**src/ctp_pkg.sv**
```systemverilog
package ctp_pkg;
    // ==========================================================
    // register byte offsets
    localparam logic [7:0] CTP_OFF_LCTRL = 8'h00;
    localparam logic [7:0] CTP_OFF_UCTRL = 8'h04;
    localparam logic [7:0] CTP_OFF_DUTYL = 8'h08;
    localparam logic [7:0] CTP_OFF_DUTYU = 8'h0C;
    localparam logic [7:0] CTP_OFF_CMPL  = 8'h10;
    localparam logic [7:0] CTP_OFF_CMPH  = 8'h14;
    localparam logic [7:0] CTP_OFF_STAT  = 8'h18;
    localparam logic [7:0] CTP_OFF_CNT   = 8'h1C;
    // ==========================================================
    // control field layout
    localparam int CTP_RUN_BIT   = 3;
    localparam int CTP_TFF_BIT   = 7;
    localparam int CTP_MODE_LSB  = 0;
    localparam int CTP_CK_LSB    = 4;
    localparam logic [2:0] CTP_MODE_TIMER = 3'h0;
    localparam logic [2:0] CTP_MODE_PWM   = 3'h3;
    localparam logic [2:0] CTP_MODE_WIDE  = 3'h4;
    localparam logic [7:0] CTP_CTRL_RST   = 8'h00;
    localparam logic [7:0] CTP_CNT_MAX    = 8'hFF;
    localparam logic [7:0] CTP_CNT_ZERO   = 8'h00;
    localparam logic [15:0] CTP_W_ZERO    = 16'h0000;
    localparam logic [31:0] CTP_RD_ZERO   = 32'h0000_0000;
    // ==========================================================
    // source clock selections
    typedef enum logic [2:0] {
        CTP_SRC_DIV11 = 3'h0,
        CTP_SRC_DIV7  = 3'h1,
        CTP_SRC_DIV5  = 3'h2,
        CTP_SRC_DIV3  = 3'h3,
        CTP_SRC_LOWF  = 3'h4,
        CTP_SRC_HALF  = 3'h5,
        CTP_SRC_FULL  = 3'h6,
        CTP_SRC_NONE  = 3'h7
    } ctp_src_t;
    localparam int CTP_DIV_W = 11;
    typedef struct packed {
        logic       run;
        logic       tff;
        logic [2:0] mode;
        ctp_src_t   src;
    } ctp_ctrl_t;
    function automatic ctp_ctrl_t ctp_unpack(input logic [7:0] r);
        ctp_ctrl_t c;
        c.run  = r[CTP_RUN_BIT];
        c.tff  = r[CTP_TFF_BIT];
        c.mode = r[CTP_MODE_LSB +: 3];
        c.src  = ctp_src_t'(r[CTP_CK_LSB +: 3]);
        return c;
    endfunction : ctp_unpack
endpackage : ctp_pkg

```
**src/ctp_timer.sv**
```systemverilog
`timescale 1ns/10ps
// Operation
// - modulation mode counts up from the selected clock, 8-bit pulse width
// - counter equal to duty inverts output flip-flop, counting continues
// - overflow inverts flip-flop again, clears counter, raises timer irq
// - flip-flop starts from initial-value bit; reset clears it to 0
// - modulated pin is always the inverse of the flip-flop
// - duty writes while running wait in holding stage until irq
// - duty writes while stopped go active at once
// - duty reads while modulating return the active stage
// - stopping keeps the pin level it had
// - run is bit 3, initial-value bit 7; clear bit 7 stopped gives pin high
// - sources include full, half and low-frequency clocks plus taps
// - interval mode cascades both counters into one 16-bit counter
// - after upper run set, 16-bit match raises upper irq and clears
// - interval compare is unbuffered and applies at once
module ctp_timer
    import ctp_pkg::*;
(
    input  wire logic        pclk,
    input  wire logic        presetn,
    input  wire logic        psel,
    input  wire logic        penable,
    input  wire logic        pwrite,
    input  wire logic [7:0]  paddr,
    input  wire logic [31:0] pwdata,
    output logic [31:0]      prdata,
    output logic             pready,
    output logic             pslverr,
    input  wire logic        low_freq_clock,
    input  wire logic        divider_tap_select,
    output logic             modulated_output_pin_lo,
    output logic             modulated_output_pin_up,
    output logic             timer_irq_lo,
    output logic             upper_timer_irq
);
    // ==========================================================
    // bus decode
    logic acc;
    logic wr_en;
    logic w_lctrl;
    logic w_uctrl;
    logic w_dutyl;
    logic w_dutyu;
    logic w_cmpl;
    logic w_cmph;
    // one register word per offset, no aliasing
    function automatic logic reg_hit(input logic [7:0] a, input logic [7:0] off);
        return a == off;
    endfunction : reg_hit
    assign acc     = psel & penable;
    assign wr_en   = acc & pwrite;
    // zero wait: every access completes in its first access cycle
    assign pready  = 1'b1;
    assign w_lctrl = wr_en && reg_hit(paddr, CTP_OFF_LCTRL);
    assign w_uctrl = wr_en && reg_hit(paddr, CTP_OFF_UCTRL);
    assign w_dutyl = wr_en && reg_hit(paddr, CTP_OFF_DUTYL);
    assign w_dutyu = wr_en && reg_hit(paddr, CTP_OFF_DUTYU);
    assign w_cmpl  = wr_en && reg_hit(paddr, CTP_OFF_CMPL);
    assign w_cmph  = wr_en && reg_hit(paddr, CTP_OFF_CMPH);

    // ==========================================================
    // control and compare registers
    logic [7:0] lctl_ff;
    logic [7:0] nxt_lctl;
    logic [7:0] uctl_ff;
    logic [7:0] nxt_uctl;
    logic [7:0] cmpl_ff;
    logic [7:0] nxt_cmpl;
    logic [7:0] cmph_ff;
    logic [7:0] nxt_cmph;
    ctp_ctrl_t  lc;
    ctp_ctrl_t  uc;
    always_comb begin
        nxt_lctl = w_lctrl ? pwdata[7:0] : lctl_ff;
        nxt_uctl = w_uctrl ? pwdata[7:0] : uctl_ff;
        nxt_cmpl = w_cmpl  ? pwdata[7:0] : cmpl_ff;
        nxt_cmph = w_cmph  ? pwdata[7:0] : cmph_ff;
    end
    always_ff @(posedge pclk or negedge presetn) begin
        if (!presetn) begin
            lctl_ff <= CTP_CTRL_RST;
            uctl_ff <= CTP_CTRL_RST;
            cmpl_ff <= CTP_CNT_ZERO;
            cmph_ff <= CTP_CNT_ZERO;
        end else begin
            lctl_ff <= nxt_lctl;
            uctl_ff <= nxt_uctl;
            cmpl_ff <= nxt_cmpl;
            cmph_ff <= nxt_cmph;
        end
    end
    assign lc = ctp_unpack(lctl_ff);
    assign uc = ctp_unpack(uctl_ff);

    // ==========================================================
    // mode and clock selection
    logic wide;
    logic pwm_l;
    logic pwm_u;
    logic run_l;
    logic run_u;
    logic tick_l;
    logic tick_u;
    assign wide  = uc.mode == CTP_MODE_WIDE;
    assign pwm_l = !wide && lc.mode == CTP_MODE_PWM;
    assign pwm_u = !wide && uc.mode == CTP_MODE_PWM;
    assign run_l = lc.run && !wide;
    assign run_u = uc.run;

    ctp_tick_gen u_tick_l (
        .pclk               (pclk),
        .presetn            (presetn),
        .low_freq_clock     (low_freq_clock),
        .divider_tap_select (divider_tap_select),
        .sel_valid          (run_l),
        .sel                (lc.src),
        .tick               (tick_l)
    );
    // wide mode takes its source from the lower control
    ctp_tick_gen u_tick_u (
        .pclk               (pclk),
        .presetn            (presetn),
        .low_freq_clock     (low_freq_clock),
        .divider_tap_select (divider_tap_select),
        .sel_valid          (run_u),
        .sel                (wide ? lc.src : uc.src),
        .tick               (tick_u)
    );

    // ==========================================================
    // duty buffers
    logic [7:0] hold_l;
    logic [7:0] act_l;
    logic [7:0] hold_u;
    logic [7:0] act_u;
    logic       irq_l;
    logic       irq_u;
    ctp_duty_buf u_duty_l (
        .pclk      (pclk),
        .presetn   (presetn),
        .wr        (w_dutyl),
        .wdata     (pwdata[7:0]),
        .running   (run_l),
        .irq_pulse (irq_l),
        .hold_q    (hold_l),
        .active_q  (act_l)
    );
    ctp_duty_buf u_duty_u (
        .pclk      (pclk),
        .presetn   (presetn),
        .wr        (w_dutyu),
        .wdata     (pwdata[7:0]),
        .running   (run_u),
        .irq_pulse (irq_u),
        .hold_q    (hold_u),
        .active_q  (act_u)
    );

    // ==========================================================
    // counters and output flip-flops
    logic [7:0]  cnt_l_ff;
    logic [7:0]  nxt_cnt_l;
    logic [7:0]  cnt_u_ff;
    logic [7:0]  nxt_cnt_u;
    logic        tff_l_ff;
    logic        nxt_tff_l;
    logic        tff_u_ff;
    logic        nxt_tff_u;
    logic        irq_l_ff;
    logic        nxt_irq_l;
    logic        irq_u_ff;
    logic        nxt_irq_u;
    logic [15:0] wcnt;
    logic [15:0] wcmp;
    assign wcnt = {cnt_u_ff, cnt_l_ff};
    assign wcmp = {cmph_ff, cmpl_ff};

    always_comb begin
        nxt_cnt_l = cnt_l_ff;
        nxt_cnt_u = cnt_u_ff;
        nxt_tff_l = tff_l_ff;
        nxt_tff_u = tff_u_ff;
        nxt_irq_l = 1'b0;
        nxt_irq_u = 1'b0;
        // lower counter
        if (!run_l) begin
            // a stopping write leaves the flip-flop, so the pin holds its level
            if (!wide) begin
                nxt_cnt_l = CTP_CNT_ZERO;
                if (w_lctrl) begin
                    nxt_tff_l = pwdata[CTP_TFF_BIT];
                end
            end
        end else if (tick_l) begin
            nxt_cnt_l = cnt_l_ff + 1'b1;
            if (pwm_l && cnt_l_ff == CTP_CNT_MAX) begin
                nxt_tff_l = ~tff_l_ff;
                nxt_cnt_l = CTP_CNT_ZERO;
                nxt_irq_l = 1'b1;
            end else if (pwm_l && cnt_l_ff == act_l) begin
                nxt_tff_l = ~tff_l_ff;
            end else if (!pwm_l && cnt_l_ff + 1'b1 == cmpl_ff) begin
                nxt_cnt_l = CTP_CNT_ZERO;
                nxt_irq_l = 1'b1;
            end
        end
        // upper counter, or the 16-bit pair
        if (!run_u) begin
            nxt_cnt_u = CTP_CNT_ZERO;
            if (w_uctrl) begin
                nxt_tff_u = pwdata[CTP_TFF_BIT];
            end
            if (wide) begin
                nxt_cnt_l = CTP_CNT_ZERO;
            end
        end else if (tick_u) begin
            if (wide) begin
                if (16'(wcnt + 1'b1) == wcmp) begin
                    {nxt_cnt_u, nxt_cnt_l} = CTP_W_ZERO;
                    nxt_irq_u = 1'b1;
                end else begin
                    {nxt_cnt_u, nxt_cnt_l} = 16'(wcnt + 1'b1);
                end
            end else begin
                nxt_cnt_u = cnt_u_ff + 1'b1;
                if (pwm_u && cnt_u_ff == CTP_CNT_MAX) begin
                    nxt_tff_u = ~tff_u_ff;
                    nxt_cnt_u = CTP_CNT_ZERO;
                    nxt_irq_u = 1'b1;
                end else if (pwm_u && cnt_u_ff == act_u) begin
                    nxt_tff_u = ~tff_u_ff;
                end else if (!pwm_u && cnt_u_ff + 1'b1 == cmph_ff) begin
                    nxt_cnt_u = CTP_CNT_ZERO;
                    nxt_irq_u = 1'b1;
                end
            end
        end
    end
    always_ff @(posedge pclk or negedge presetn) begin
        if (!presetn) begin
            cnt_l_ff <= CTP_CNT_ZERO;
            cnt_u_ff <= CTP_CNT_ZERO;
            tff_l_ff <= 1'b0;
            tff_u_ff <= 1'b0;
            irq_l_ff <= 1'b0;
            irq_u_ff <= 1'b0;
        end else begin
            cnt_l_ff <= nxt_cnt_l;
            cnt_u_ff <= nxt_cnt_u;
            tff_l_ff <= nxt_tff_l;
            tff_u_ff <= nxt_tff_u;
            irq_l_ff <= nxt_irq_l;
            irq_u_ff <= nxt_irq_u;
        end
    end
    assign irq_l = nxt_irq_l;
    assign irq_u = nxt_irq_u;
    assign timer_irq_lo            = irq_l_ff;
    assign upper_timer_irq         = irq_u_ff;
    assign modulated_output_pin_lo = ~tff_l_ff;
    assign modulated_output_pin_up = ~tff_u_ff;

    // ==========================================================
    // read mux
    logic [31:0] rd_ff;
    logic [31:0] nxt_rd;
    // modulating: software sees the duty in use until the reload
    function automatic logic [7:0] duty_view(input logic pwm, input logic [7:0] hold,
                                             input logic [7:0] act);
        return pwm ? act : hold;
    endfunction : duty_view
    // read data is latched in setup so it stands through the access cycle
    always_comb begin
        nxt_rd = rd_ff;
        if (psel && !penable && !pwrite) begin
            if (paddr == CTP_OFF_LCTRL) nxt_rd = {24'h0, lctl_ff};
            else if (paddr == CTP_OFF_UCTRL) nxt_rd = {24'h0, uctl_ff};
            else if (paddr == CTP_OFF_DUTYL) begin
                nxt_rd = {24'h0, duty_view(pwm_l, hold_l, act_l)};
            end else if (paddr == CTP_OFF_DUTYU) begin
                nxt_rd = {24'h0, duty_view(pwm_u, hold_u, act_u)};
            end else if (paddr == CTP_OFF_CMPL) nxt_rd = {24'h0, cmpl_ff};
            else if (paddr == CTP_OFF_CMPH) nxt_rd = {24'h0, cmph_ff};
            else if (paddr == CTP_OFF_STAT) nxt_rd = {28'h0, tff_u_ff, tff_l_ff, run_u, run_l};
            else if (paddr == CTP_OFF_CNT) nxt_rd = {16'h0, wcnt};
            else nxt_rd = CTP_RD_ZERO;
        end
    end
    always_ff @(posedge pclk or negedge presetn) begin
        if (!presetn) begin
            rd_ff <= CTP_RD_ZERO;
        end else begin
            rd_ff <= nxt_rd;
        end
    end
    assign prdata  = rd_ff;
    assign pslverr = 1'b0;
endmodule : ctp_timer

```
**src/ctp_tick_gen.sv**
```systemverilog
`timescale 1ns/10ps
module ctp_tick_gen
    import ctp_pkg::*;
(
    input  wire logic   pclk,
    input  wire logic   presetn,
    input  wire logic   low_freq_clock,
    input  wire logic   divider_tap_select,
    input  wire logic   sel_valid,
    input  ctp_src_t    sel,
    output logic        tick
);
    // ==========================================================
    // prescaler: high_freq_clock is pclk
    logic [CTP_DIV_W-1:0] div_ff, nxt_div;
    logic [2:0]           lf_ff, nxt_lf;
    logic [3:0]           lfd_ff, nxt_lfd;
    logic                 lf_edge;
    logic                 half_ff, nxt_half;
    always_comb begin
        nxt_div  = div_ff + 1'b1;
        nxt_lf   = {lf_ff[1:0], low_freq_clock};
        lf_edge  = lf_ff[1] & ~lf_ff[2];
        nxt_lfd  = lf_edge ? lfd_ff + 1'b1 : lfd_ff;
        nxt_half = ~half_ff;
    end
    always_ff @(posedge pclk or negedge presetn) begin
        if (!presetn) begin
            div_ff  <= '0;
            lf_ff   <= '0;
            lfd_ff  <= '0;
            half_ff <= 1'b0;
        end else begin
            div_ff  <= nxt_div;
            lf_ff   <= nxt_lf;
            lfd_ff  <= nxt_lfd;
            half_ff <= nxt_half;
        end
    end
    function automatic logic tap(input int n);
        logic [CTP_DIV_W-1:0] m;
        m = CTP_DIV_W'((32'h1 << n) - 32'h1);
        return (div_ff & m) == m;
    endfunction : tap
    always_comb begin
        tick = 1'b0;
        if (sel_valid) begin
            case (sel)
                CTP_SRC_DIV11: tick = divider_tap_select ? (lf_edge && lfd_ff[2:0] == '1)
                                                         : (div_ff == '1);
                CTP_SRC_DIV7:  tick = tap(7);
                CTP_SRC_DIV5:  tick = tap(5);
                CTP_SRC_DIV3:  tick = tap(3);
                CTP_SRC_LOWF:  tick = lf_edge;
                CTP_SRC_HALF:  tick = half_ff;
                CTP_SRC_FULL:  tick = 1'b1;
                default:       tick = 1'b0;
            endcase
        end
    end
endmodule : ctp_tick_gen

```
**src/ctp_duty_buf.sv**
```systemverilog
`timescale 1ns/10ps
module ctp_duty_buf
    import ctp_pkg::*;
(
    input  wire logic       pclk,
    input  wire logic       presetn,
    input  wire logic       wr,
    input  wire logic [7:0] wdata,
    input  wire logic       running,
    input  wire logic       irq_pulse,
    output logic [7:0]      hold_q,
    output logic [7:0]      active_q
);
    // ==========================================================
    // two-stage duty storage
    logic [7:0] hold_ff, nxt_hold, act_ff, nxt_act;
    always_comb begin
        nxt_hold = wr ? wdata : hold_ff;
        nxt_act  = act_ff;
        if (!running && wr) nxt_act = wdata;
        else if (running && irq_pulse) nxt_act = hold_ff;
    end
    always_ff @(posedge pclk or negedge presetn) begin
        if (!presetn) begin
            hold_ff <= CTP_CNT_ZERO;
            act_ff  <= CTP_CNT_ZERO;
        end else begin
            hold_ff <= nxt_hold;
            act_ff  <= nxt_act;
        end
    end
    assign hold_q   = hold_ff;
    assign active_q = act_ff;
endmodule : ctp_duty_buf

```
**config.mk**
```make
export PLATFORM = sky130hd
export DESIGN_NAME = ctp_timer
export DESIGN_NICKNAME = d
export VERILOG_FILES = /design/src/ctp_pkg.sv /design/src/ctp_timer.sv /design/src/ctp_tick_gen.sv /design/src/ctp_duty_buf.sv
export SDC_FILE = /design/constraint.sdc
export NUM_CORES = 1
export LEC_CHECK = 0
export BUFFER_PORTS_ARGS = -buffer_cell sky130_fd_sc_hd__buf_2
export CORE_MARGIN = 5
export CORE_UTILIZATION = 61
export CTS_BUF_LIST = sky130_fd_sc_hd__clkbuf_8
export CTS_CLUSTER_DIAMETER = 150
export CTS_CLUSTER_SIZE = 24
export DETAILED_ROUTE_END_ITERATION = 16
export HOLD_SLACK_MARGIN = 0.15
export PLACE_DENSITY = 0.94
export SLEW_MARGIN = 30
export SYNTH_ARGS = -nofsm -noshare
export SYNTH_HDL_FRONTEND = slang
export SYNTH_SLANG_ARGS = --single-unit
```
**constraint.sdc**
```tcl
create_clock -name pclk -period 3.7 [get_ports pclk]
set_input_delay 0 -clock pclk [delete_from_list [all_inputs] [get_ports pclk]]
set_output_delay 0 -clock pclk [all_outputs]
set_load 0.1 [all_outputs]
```
==> flow_metrics.tcl, run 1 <==
set metrics [dict create \
    p_leak_nw 4.11 \
    clkTransAtPathRegs_ns 0.08 \
    tightest_slew_ns 1.02 \
    cpMaxStageDelayCell "nor4_2" \
    irDropWorstVdd_mv 0.330 \
    crit_chain "ha_1 > nand3_1 > xnor2_1 > o2111ai_1 > nor4_2 > nand3_1 > buf_4 > a311oi_1 > a2111oi_0" \
    clock_skew_ns 0.0110 \
    fp.dieH_um 123 \
    finalNetCount 887 \
    syn_avg_cell_area_um2 10.1 \
    slew_headroom 0.318 \
    synthCells 773 \
    coreArea_um2 12600 \
    cpLargestDelayFamily "simple AND/OR/NAND/NOR gates" \
    grt_usage 0.309 \
    end_kind "flip-flop" \
    drc_errors 0 \
    grt_pass1_wl_um 35800 \
    yosysUniqueCellTypes 78 \
    synth.top_cell.area_share 0.427 \
    layout_common_cells "dfrtp_1, nor2_1, nand2_1" \
    critPathMaxFanout 7 \
    gp_congestion 0.984 \
    place_ws_ns 0.525 \
    cts_buffer_depth 2 \
    vias 6943 \
    critPathBufInv 1 \
    required_ns 4.02 \
    synth_area_um2 7790 \
    rsz0062_at_grt "no" \
    finalSetupViolations 0 \
    path_class "reg -> reg" \
    clkLatencyLatePin_ns 0.47 \
    cts_sinks 133 \
    power_density_nw_per_um2 400 \
    fillerInstances 830 \
    dr.first_iter.drc_count 1368 \
    synth-warning-count 0 \
    slew_violations 0 \
    cts_root_buf "clkbuf_8" \
    cp_slowest_stage_delay_ns 0.72 \
    post_cts_buffers 0 \
    setup_slack_ns 0.365 \
    ant_nets 0 \
    hold_class "in -> reg" \
    start_util 0.620 \
    die-area_um2 15100 \
    critPathArrivalTime_ns 3.66 \
    ys_seq_area_frac 0.427 \
    final_common_cell "dfrtp_1" \
    totalPowerFinal_mw 3.54 \
    port_buffers 42 \
    fin_crit_sh 0.901 \
    ys_async_sr_fraction 1.00 \
    hold_viol_final 0 \
    synth_edf_count 0 \
    cts_resized 0 \
    synthTopCellsByArea "dfrtp_1, mux2_2, xor2_1, mux2i_1, xnor2_1" \
    fp-row-count 41 \
    die_w_um 123 \
    viasPerCell 6.85 \
    first_pass_iters 8 \
    area_delta_synth_final_pct 13.5 \
    h-tree-depth 4 \
    cp-start-kind "flip-flop" \
    synth_flop_cell "dfrtp_1" \
    synth.ff_latch_count 133 \
    cts_made_buffers 17 \
    grt_max_degree 109 \
    routedWlPerCell_um 22.1 \
    status "completed" \
    dp_hpwl_um 14900 \
    period_minus_slack_ns 3.34 \
    antenna_found_initial 0 \
    maxCapViolations 0 \
    yosys.area.top_type "dfrtp_1" \
    max_freq_mhz 300 \
    setup_total_negative_slack_ns 0 \
    timing.critical_path.mode_cell "nand3_1" \
    io_pins 85 \
    cts_tree "built" \
    drive_gt1_frac 0.195 \
    globalRouteOverflowTotal 0 \
    grt_pass1_vias 6720 \
    drt_wl_total_um 22500 \
]
## layout make-up
type / count / area, um2 / share of cell area
Antenna cell: 1 / 2.50 / 0.000283
Clock buffer: 18 / 248 / 0.0280
Clock inverter: 14 / 254 / 0.0287
Inverter: 17 / 63.8 / 0.00721
Multi-Input combinational cell: 572 / 4130 / 0.467
Sequential cell: 133 / 3330 / 0.376
Tap cell: 172 / 215 / 0.0243
Timing Repair Buffer: 87 / 602 / 0.0680
## state kept, by name, summed over array words and instances, names as in the netlist, 2 cells and up
signal             flops
cmpl_ff                8
u_tick_l.lfd_ff        3
u_duty_u.active_q      8
u_tick_u.lf_ff         2
u_tick_u.div_ff       11
cnt_l_ff               8
cnt_u_ff               8
prdata                16
u_tick_l.div_ff       11
lctl_ff                8
u_duty_u.hold_q        8
u_duty_l.active_q      8
uctl_ff                8
cmph_ff                8
u_duty_l.hold_q        8
u_tick_u.lfd_ff        3
## per-stage QoR
stage	util	area (um2)	hold WS, ns	instances
2_1_floorplan	-	7850	-0.296	789
3_3_place_gp	0.649	8160	0.109	963
3_5_place_dp	0.649	8160	0.110	963
4_1_cts	0.703	8840	0.164	1013
5_1_grt	0.704	8840	0.178	1013
6_report	0.704	8850	0.175	1014
## worst paths after layout
path | slack [ns] | end | depth (start not counted) | from
min reg2reg | 0.35 | u_tick_u.lf_ff[1]$_DFF_PN0_ | 0 | u_tick_u.lf_ff[0]$_DFF_PN0_
min in group asynchronous | 0.20 | u_tick_l.div_ff[0]$_DFF_PN0_ | 2 | presetn
max in group asynchronous | 2.64 | u_duty_l.hold_q[6]$_DFFE_PN0P_ | 3 | presetn
min | 0.18 | u_tick_u.lf_ff[0]$_DFF_PN0_ | 2 | low_freq_clock
max reg2reg | 0.36 | cnt_u_ff[2]$_DFFE_PN0P_ | 9 | cnt_l_ff[1]$_DFF_PN0_
max | 0.36 | cnt_u_ff[2]$_DFFE_PN0P_ | 9 | cnt_l_ff[1]$_DFF_PN0_
## logic make-up (layout without fill, tap and decap cells)
logic type	count (synthesis)	in the layout	share of synthesized area
buf+inv	84	136	0.0522
fa+ha+maj	12	12	0.0193
mux	82	82	0.114
compound gates	170	170	0.163
flops	133	133	0.427
simple gates	231	231	0.156
xor+xnor	59	59	0.0663
other cells	2	19	0.000964
## cell usage after synthesis (3+ instances only)
library cell  instances
and3_1               17
a211oi_1              8
inv_1                17
o31ai_1              17
dfrtp_1             133
a311oi_1              5
a21oi_1              23
ha_1                 12
or4_1                 5
a22o_1               11
buf_1                 3
clkbuf_1             32
nor4_1               12
o22ai_1               6
and2_1                3
o2111ai_1            10
nand4_1               6
o21ai_0              11
mux2_2               44
o21ai_1               6
nor4b_1               3
nor3b_1               6
mux2_1               13
and4_1                6
nand2_1              48
a2111oi_0             3
a22oi_1               4
a31oi_1              18
nand2b_1              7
xor2_1               31
nand3_1              26
o211ai_1              7
mux2i_1              25
xnor2_1              28
buf_4                18
buf_2                13
nor4_2                4
nor2_1               58
a221oi_1             10
nor3_1               16
## power breakdown
group | internal [mW] | total, mW | switching (mW)
combinational | 0.117 | 0.428 | 0.311
sequential | 1.51 | 1.56 | 0.0458
clock | 0.954 | 1.55 | 0.599
## metal layers
layer / vias to the layer above / part of all wire / track usage
li1: 2950 / - / -
met1: 3257 / 0.37 / 0.395
met2: 583 / 0.44 / 0.466
met3: 153 / 0.12 / 0.0988
met4: 0 / 0.065 / 0.176
met5: - / 0 / 0
## what timing repair did
item	4_1_cts	5_1_grt
setup endpoints to repair	0	0
hold buffers	18	0
hold endpoints to repair	181	0
No activity file was read; power rests on OpenSTA's default activity.
==> inputs of run 2 (changes only) <==
--- a/config.mk
+++ b/config.mk
@@ -14,6 +14,7 @@
 export DETAILED_ROUTE_END_ITERATION = 16
 export HOLD_SLACK_MARGIN = 0.15
 export PLACE_DENSITY = 0.94
+export RECOVER_POWER = 100
 export SLEW_MARGIN = 30
 export SYNTH_ARGS = -nofsm -noshare
 export SYNTH_HDL_FRONTEND = slang
==> flow_metrics.tcl, run 2 (same netlist as run 1, synthesis figures left out) <==
set metrics [dict create \
    cpMaxStageDelayCell "nor4_2" \
    rsz0062_at_grt "no" \
    setup_total_negative_slack_ns 0 \
    viasPerCell 6.84 \
    cpLargestDelayFamily "simple AND/OR/NAND/NOR gates" \
    fp.dieH_um 123 \
    cts_buffer_depth 2 \
    layout.cells.non_filler 1014 \
    clkTransAtPathRegs_ns 0.08 \
    clock_skew_ns 0.0149 \
    totalPowerFinal_mw 3.53 \
    dp_hpwl_um 14900 \
    hold_viol_final 0 \
    holdBufCountCts 18 \
    clkLatencyLatePin_ns 0.47 \
    coreArea_um2 12600 \
    vias 6933 \
    path_class "reg -> reg" \
    irDropWorstVdd_mv 0.332 \
    slew_headroom -0.791 \
    drc_errors 0 \
    slew_violations 109 \
    start_util 0.620 \
    cts_sinks 133 \
    fin_util 0.694 \
    dpl.cell_count 963 \
    critPathLaunch "cnt_l_ff[1]$_DFF_PN0_" \
    die_w_um 123 \
    post_cts_buffers 0 \
    hold_class "in -> reg" \
    fp-row-count 41 \
    critPathArrivalTime_ns 3.73 \
    place_ws_ns 0.525 \
    die-area_um2 15100 \
    setup_slack_ns 0.284 \
    finalSetupViolations 0 \
    ant_nets 0 \
    grt_max_degree 109 \
    cts_resized 0 \
    hold_start "low_freq_clock" \
    crit_chain "ha_1 > nand3_1 > xnor2_1 > o2111ai_1 > nor4_2 > nand3_1 > clkbuf_1 > a311oi_1 > a2111oi_0" \
    required_ns 4.02 \
    tightest_slew_ns 2.69 \
    end_kind "flip-flop" \
    cts_made_buffers 17 \
    timing.critical_path.mode_cell "nand3_1" \
    globalRouteOverflowTotal 0 \
    drive_gt1_frac 0.144 \
    drt_wl_total_um 22500 \
    fin_crit_sh 0.923 \
    grt_usage 0.309 \
    gp_congestion 0.984 \
    layout_common_cells "dfrtp_1, nor2_1, nand2_1" \
    max_freq_mhz 293 \
    p_leak_nw 3.99 \
    antenna_found_initial 0 \
    fillerInstances 876 \
    failed_checks "capacitance limit, slew limit" \
    r2r-start "cnt_l_ff[1]$_DFF_PN0_" \
    largest_reg_flops 16 \
    cp_slowest_stage_delay_ns 0.71 \
    critPathBufInv 1 \
    grt_pass1_vias 6720 \
    cts_tree "built" \
    h-tree-depth 4 \
    final_common_cell "dfrtp_1" \
    grt_pass1_wl_um 35800 \
    period_minus_slack_ns 3.42 \
    io_pins 85 \
    port_buffers 42 \
    status "finished with violations" \
    cts_root_buf "clkbuf_8" \
    area_delta_synth_final_pct 11.8 \
    cp-start-kind "flip-flop" \
    finalNetCount 887 \
    first_pass_iters 7 \
    power_density_nw_per_um2 405 \
    routedWlPerCell_um 22.2 \
    critPathMaxFanout 7 \
    maxCapViolations 1 \
    dr.first_iter.drc_count 1276 \
]
==> run 2: cell count changes in the layout (fill, tap and decap cells not counted), sizes merged <==
| cell | before | now |
|---|---|---|
| buf | 68 | 36 |
| clkbuf | 19 | 51 |
==> run 2: worst paths after layout <==
| path | endpoint | slack (ns) | cells past startpoint |
|---|---|---|---|
| hold reg to reg | u_tick_u.lf_ff[1]$_DFF_PN0_ | 0.35 | 0 |
| hold / removal | u_tick_u.lf_ff[0]$_DFF_PN0_ | 0.18 | 2 |
| setup reg to reg | cnt_u_ff[2]$_DFFE_PN0P_ | 0.28 | 9 |
| setup / recovery | cnt_u_ff[2]$_DFFE_PN0P_ | 0.28 | 9 |
| max in group asynchronous | u_duty_l.hold_q[6]$_DFFE_PN0P_ | 1.02 | 3 |
| min in group asynchronous | u_tick_l.div_ff[0]$_DFF_PN0_ | 0.91 | 2 |
==> run 2: worst register-to-register path: stages (launching register included) <==
cell	delay, ns
dfrtp_1	0.50
ha_1	0.36
nand3_1	0.18
xnor2_1	0.24
o2111ai_1	0.22
nor4_2	0.71
nand3_1	0.32
clkbuf_1	0.30
a311oi_1	0.33
a2111oi_0	0.11
==> run 2: power breakdown <==
part           internal [mW]  switching, mW  leakage, nW  total (mW)
clock                  0.954          0.602        0.255        1.56
combinational          0.110          0.309         1.95       0.419
sequential              1.51         0.0456         1.78        1.56
total                   2.58          0.957         3.99        3.53
==> run 2: layout make-up <==
class | count | area [um2] | share of cell area
Tap cell | 172 | 215 | 0.0247
Multi-Input combinational cell | 572 | 4080 | 0.468
Sequential cell | 133 | 3330 | 0.382
Clock buffer | 18 | 248 | 0.0284
Timing Repair Buffer | 87 | 527 | 0.0604
Inverter | 17 | 63.8 | 0.00732
Antenna cell | 1 | 2.50 | 0.000287
Clock inverter | 14 | 254 | 0.0291
==> run 2: per-layer routing <==
metal | GRT usage | up-vias | wire length (um)
met5 | 0 | - | 0
met4 | 0.176 | 0 | 1520
met3 | 0.0988 | 152 | 2550
met2 | 0.466 | 553 | 9980
met1 | 0.395 | 3278 | 8430
li1 | - | 2950 | -
==> run 2: through the flow <==
stage               hold slack [ns]  instance area (um2)
floorplan                    -0.296                 7850
global placement              0.109                 8160
detailed placement            0.110                 8160
CTS                           0.164                 8840
global route                  0.178                 8710
finish                        0.177                 8720
==> inputs of run 3 (changes only) <==
--- a/config.mk
+++ b/config.mk
@@ -15,6 +15,7 @@
 export HOLD_SLACK_MARGIN = 0.15
 export PLACE_DENSITY = 0.94
 export RECOVER_POWER = 100
+export REMOVE_ABC_BUFFERS = 1
 export SLEW_MARGIN = 30
 export SYNTH_ARGS = -nofsm -noshare
 export SYNTH_HDL_FRONTEND = slang
==> flow_metrics.tcl, run 3 (same netlist as run 1, synthesis figures left out) <==
set metrics [dict create \
    fin_crit_sh 0.933 \
    slew_headroom -0.0571 \
    first_pass_iters 8 \
    clkLatencyLatePin_ns 0.47 \
    cts_made_buffers 17 \
    die-area_um2 15100 \
    period_minus_slack_ns 3.45 \
    antenna_cells 0 \
    required_ns 4.03 \
    end_kind "flip-flop" \
    dp_hpwl_um 14700 \
    globalRouteOverflowTotal 0 \
    area_delta_synth_final_pct 10.2 \
    cts_root_buf "clkbuf_8" \
    irDropWorstVdd_mv 0.374 \
    die_w_um 123 \
    grt_usage 0.297 \
    post_cts_buffers 0 \
    antenna_found_initial 0 \
    maxCapViolations 1 \
    clock_skew_ns 0.0135 \
    drc_errors 0 \
    h-tree-depth 4 \
    power_density_nw_per_um2 371 \
    fp.dieH_um 123 \
    path_class "reg -> reg" \
    io_pins 85 \
    layout_common_cells "dfrtp_1, nor2_1, nand2_1" \
    p_leak_nw 3.91 \
    port_buffers 42 \
    final_common_cell "dfrtp_1" \
    slew_violations 28 \
    gp_congestion 0.978 \
    tightest_slew_ns 1.59 \
    grt_max_degree 113 \
    drive_gt1_frac 0.145 \
    status "finished with violations" \
    ant_nets 0 \
    holdBufCountCts 15 \
    cts_resized 0 \
    finalSetupViolations 0 \
    vias 6917 \
    cts_sinks 133 \
    finalNetCount 881 \
    rsz0062_at_grt "no" \
    cts_tree "built" \
    worst-r2r-cell-count 9 \
    hold_class "in -> reg" \
    largest_reg_flops 16 \
    holdWs_ns 0.181 \
    setup_slack_ns 0.249 \
    viasPerCell 6.87 \
    hold_viol_final 0 \
    grt_pass1_vias 6647 \
    hold_path_depth 2 \
    start_util 0.620 \
    place_ws_ns 0.465 \
    clkTransAtPathRegs_ns 0.08 \
    routedWlPerCell_um 21.9 \
    max_freq_mhz 290 \
    setup_total_negative_slack_ns 0 \
    dr.first_iter.drc_count 963 \
    cts_buffer_depth 2 \
    cp-start-kind "flip-flop" \
    grt_pass1_wl_um 34500 \
    fillerInstances 922 \
    critPathMaxFanout 11 \
    drt_wl_total_um 22100 \
    failed_checks "capacitance limit, slew limit" \
    fp-row-count 41 \
    coreArea_um2 12600 \
    critPathArrivalTime_ns 3.78 \
    totalPowerFinal_mw 3.19 \
]
==> run 3: area by class of cell <==
cell class | instances | area [um2] | share of cell area
Tap cell | 172 | 215 | 0.0251
Multi-Input combinational cell | 572 | 4090 | 0.477
Sequential cell | 133 | 3330 | 0.388
Clock inverter | 14 | 136 | 0.0159
Timing Repair Buffer | 81 | 503 | 0.0586
Inverter | 17 | 63.8 | 0.00743
Clock buffer | 18 | 248 | 0.0289
==> run 3: path summary, 6_finish.rpt <==
check	from	end	slack [ns]
worst max-delay path	uctl_ff[2]$_DFFE_PN0P_	cnt_l_ff[6]$_DFF_PN0_	0.25
worst min-delay path	low_freq_clock	u_tick_u.lf_ff[0]$_DFF_PN0_	0.18
worst max register to register	uctl_ff[2]$_DFFE_PN0P_	cnt_l_ff[6]$_DFF_PN0_	0.25
worst min register to register	u_tick_u.lf_ff[0]$_DFF_PN0_	u_tick_u.lf_ff[1]$_DFF_PN0_	0.36
max in group asynchronous	presetn	u_tick_u.div_ff[3]$_DFF_PN0_	1.09
min in group asynchronous	presetn	prdata[14]$_DFFE_PN0P_	1.00
==> run 3: per-stage QoR <==
step,utilization,instance area (um2),std cells
after floorplan,-,7510,722
after global placement,0.646,8120,958
after detailed placement,0.646,8120,958
after CTS,0.689,8650,1005
after global routing,0.683,8590,1007
final,0.683,8590,1007
==> run 3: routing by layer <==
metal / part of all wire / global-route usage
met1: 0.36 / 0.371
met2: 0.47 / 0.469
met3: 0.10 / 0.0823
met4: 0.067 / 0.167
met5: 0 / 0
==> run 3: report_power, final <==
part / total [mW] / internal, mW / leakage (nW) / switching, mW
Combinational: 0.425 / 0.114 / 1.93 / 0.311
Clock: 1.20 / 0.608 / 0.197 / 0.591
Sequential: 1.56 / 1.51 / 1.78 / 0.0491
Total: 3.19 / 2.23 / 3.91 / 0.951
==> run 3: critical path, cell delays in order, from the launching register on <==
cell and delay [ns]:
dfrtp_1 0.45, nor3b_1 0.20, clkbuf_1 0.33, nor3_1 0.67, clkbuf_1 0.60, nand2_1 0.10, nand3_1 0.23, nor2_1 0.14
a21oi_1 0.42, o31ai_1 0.15
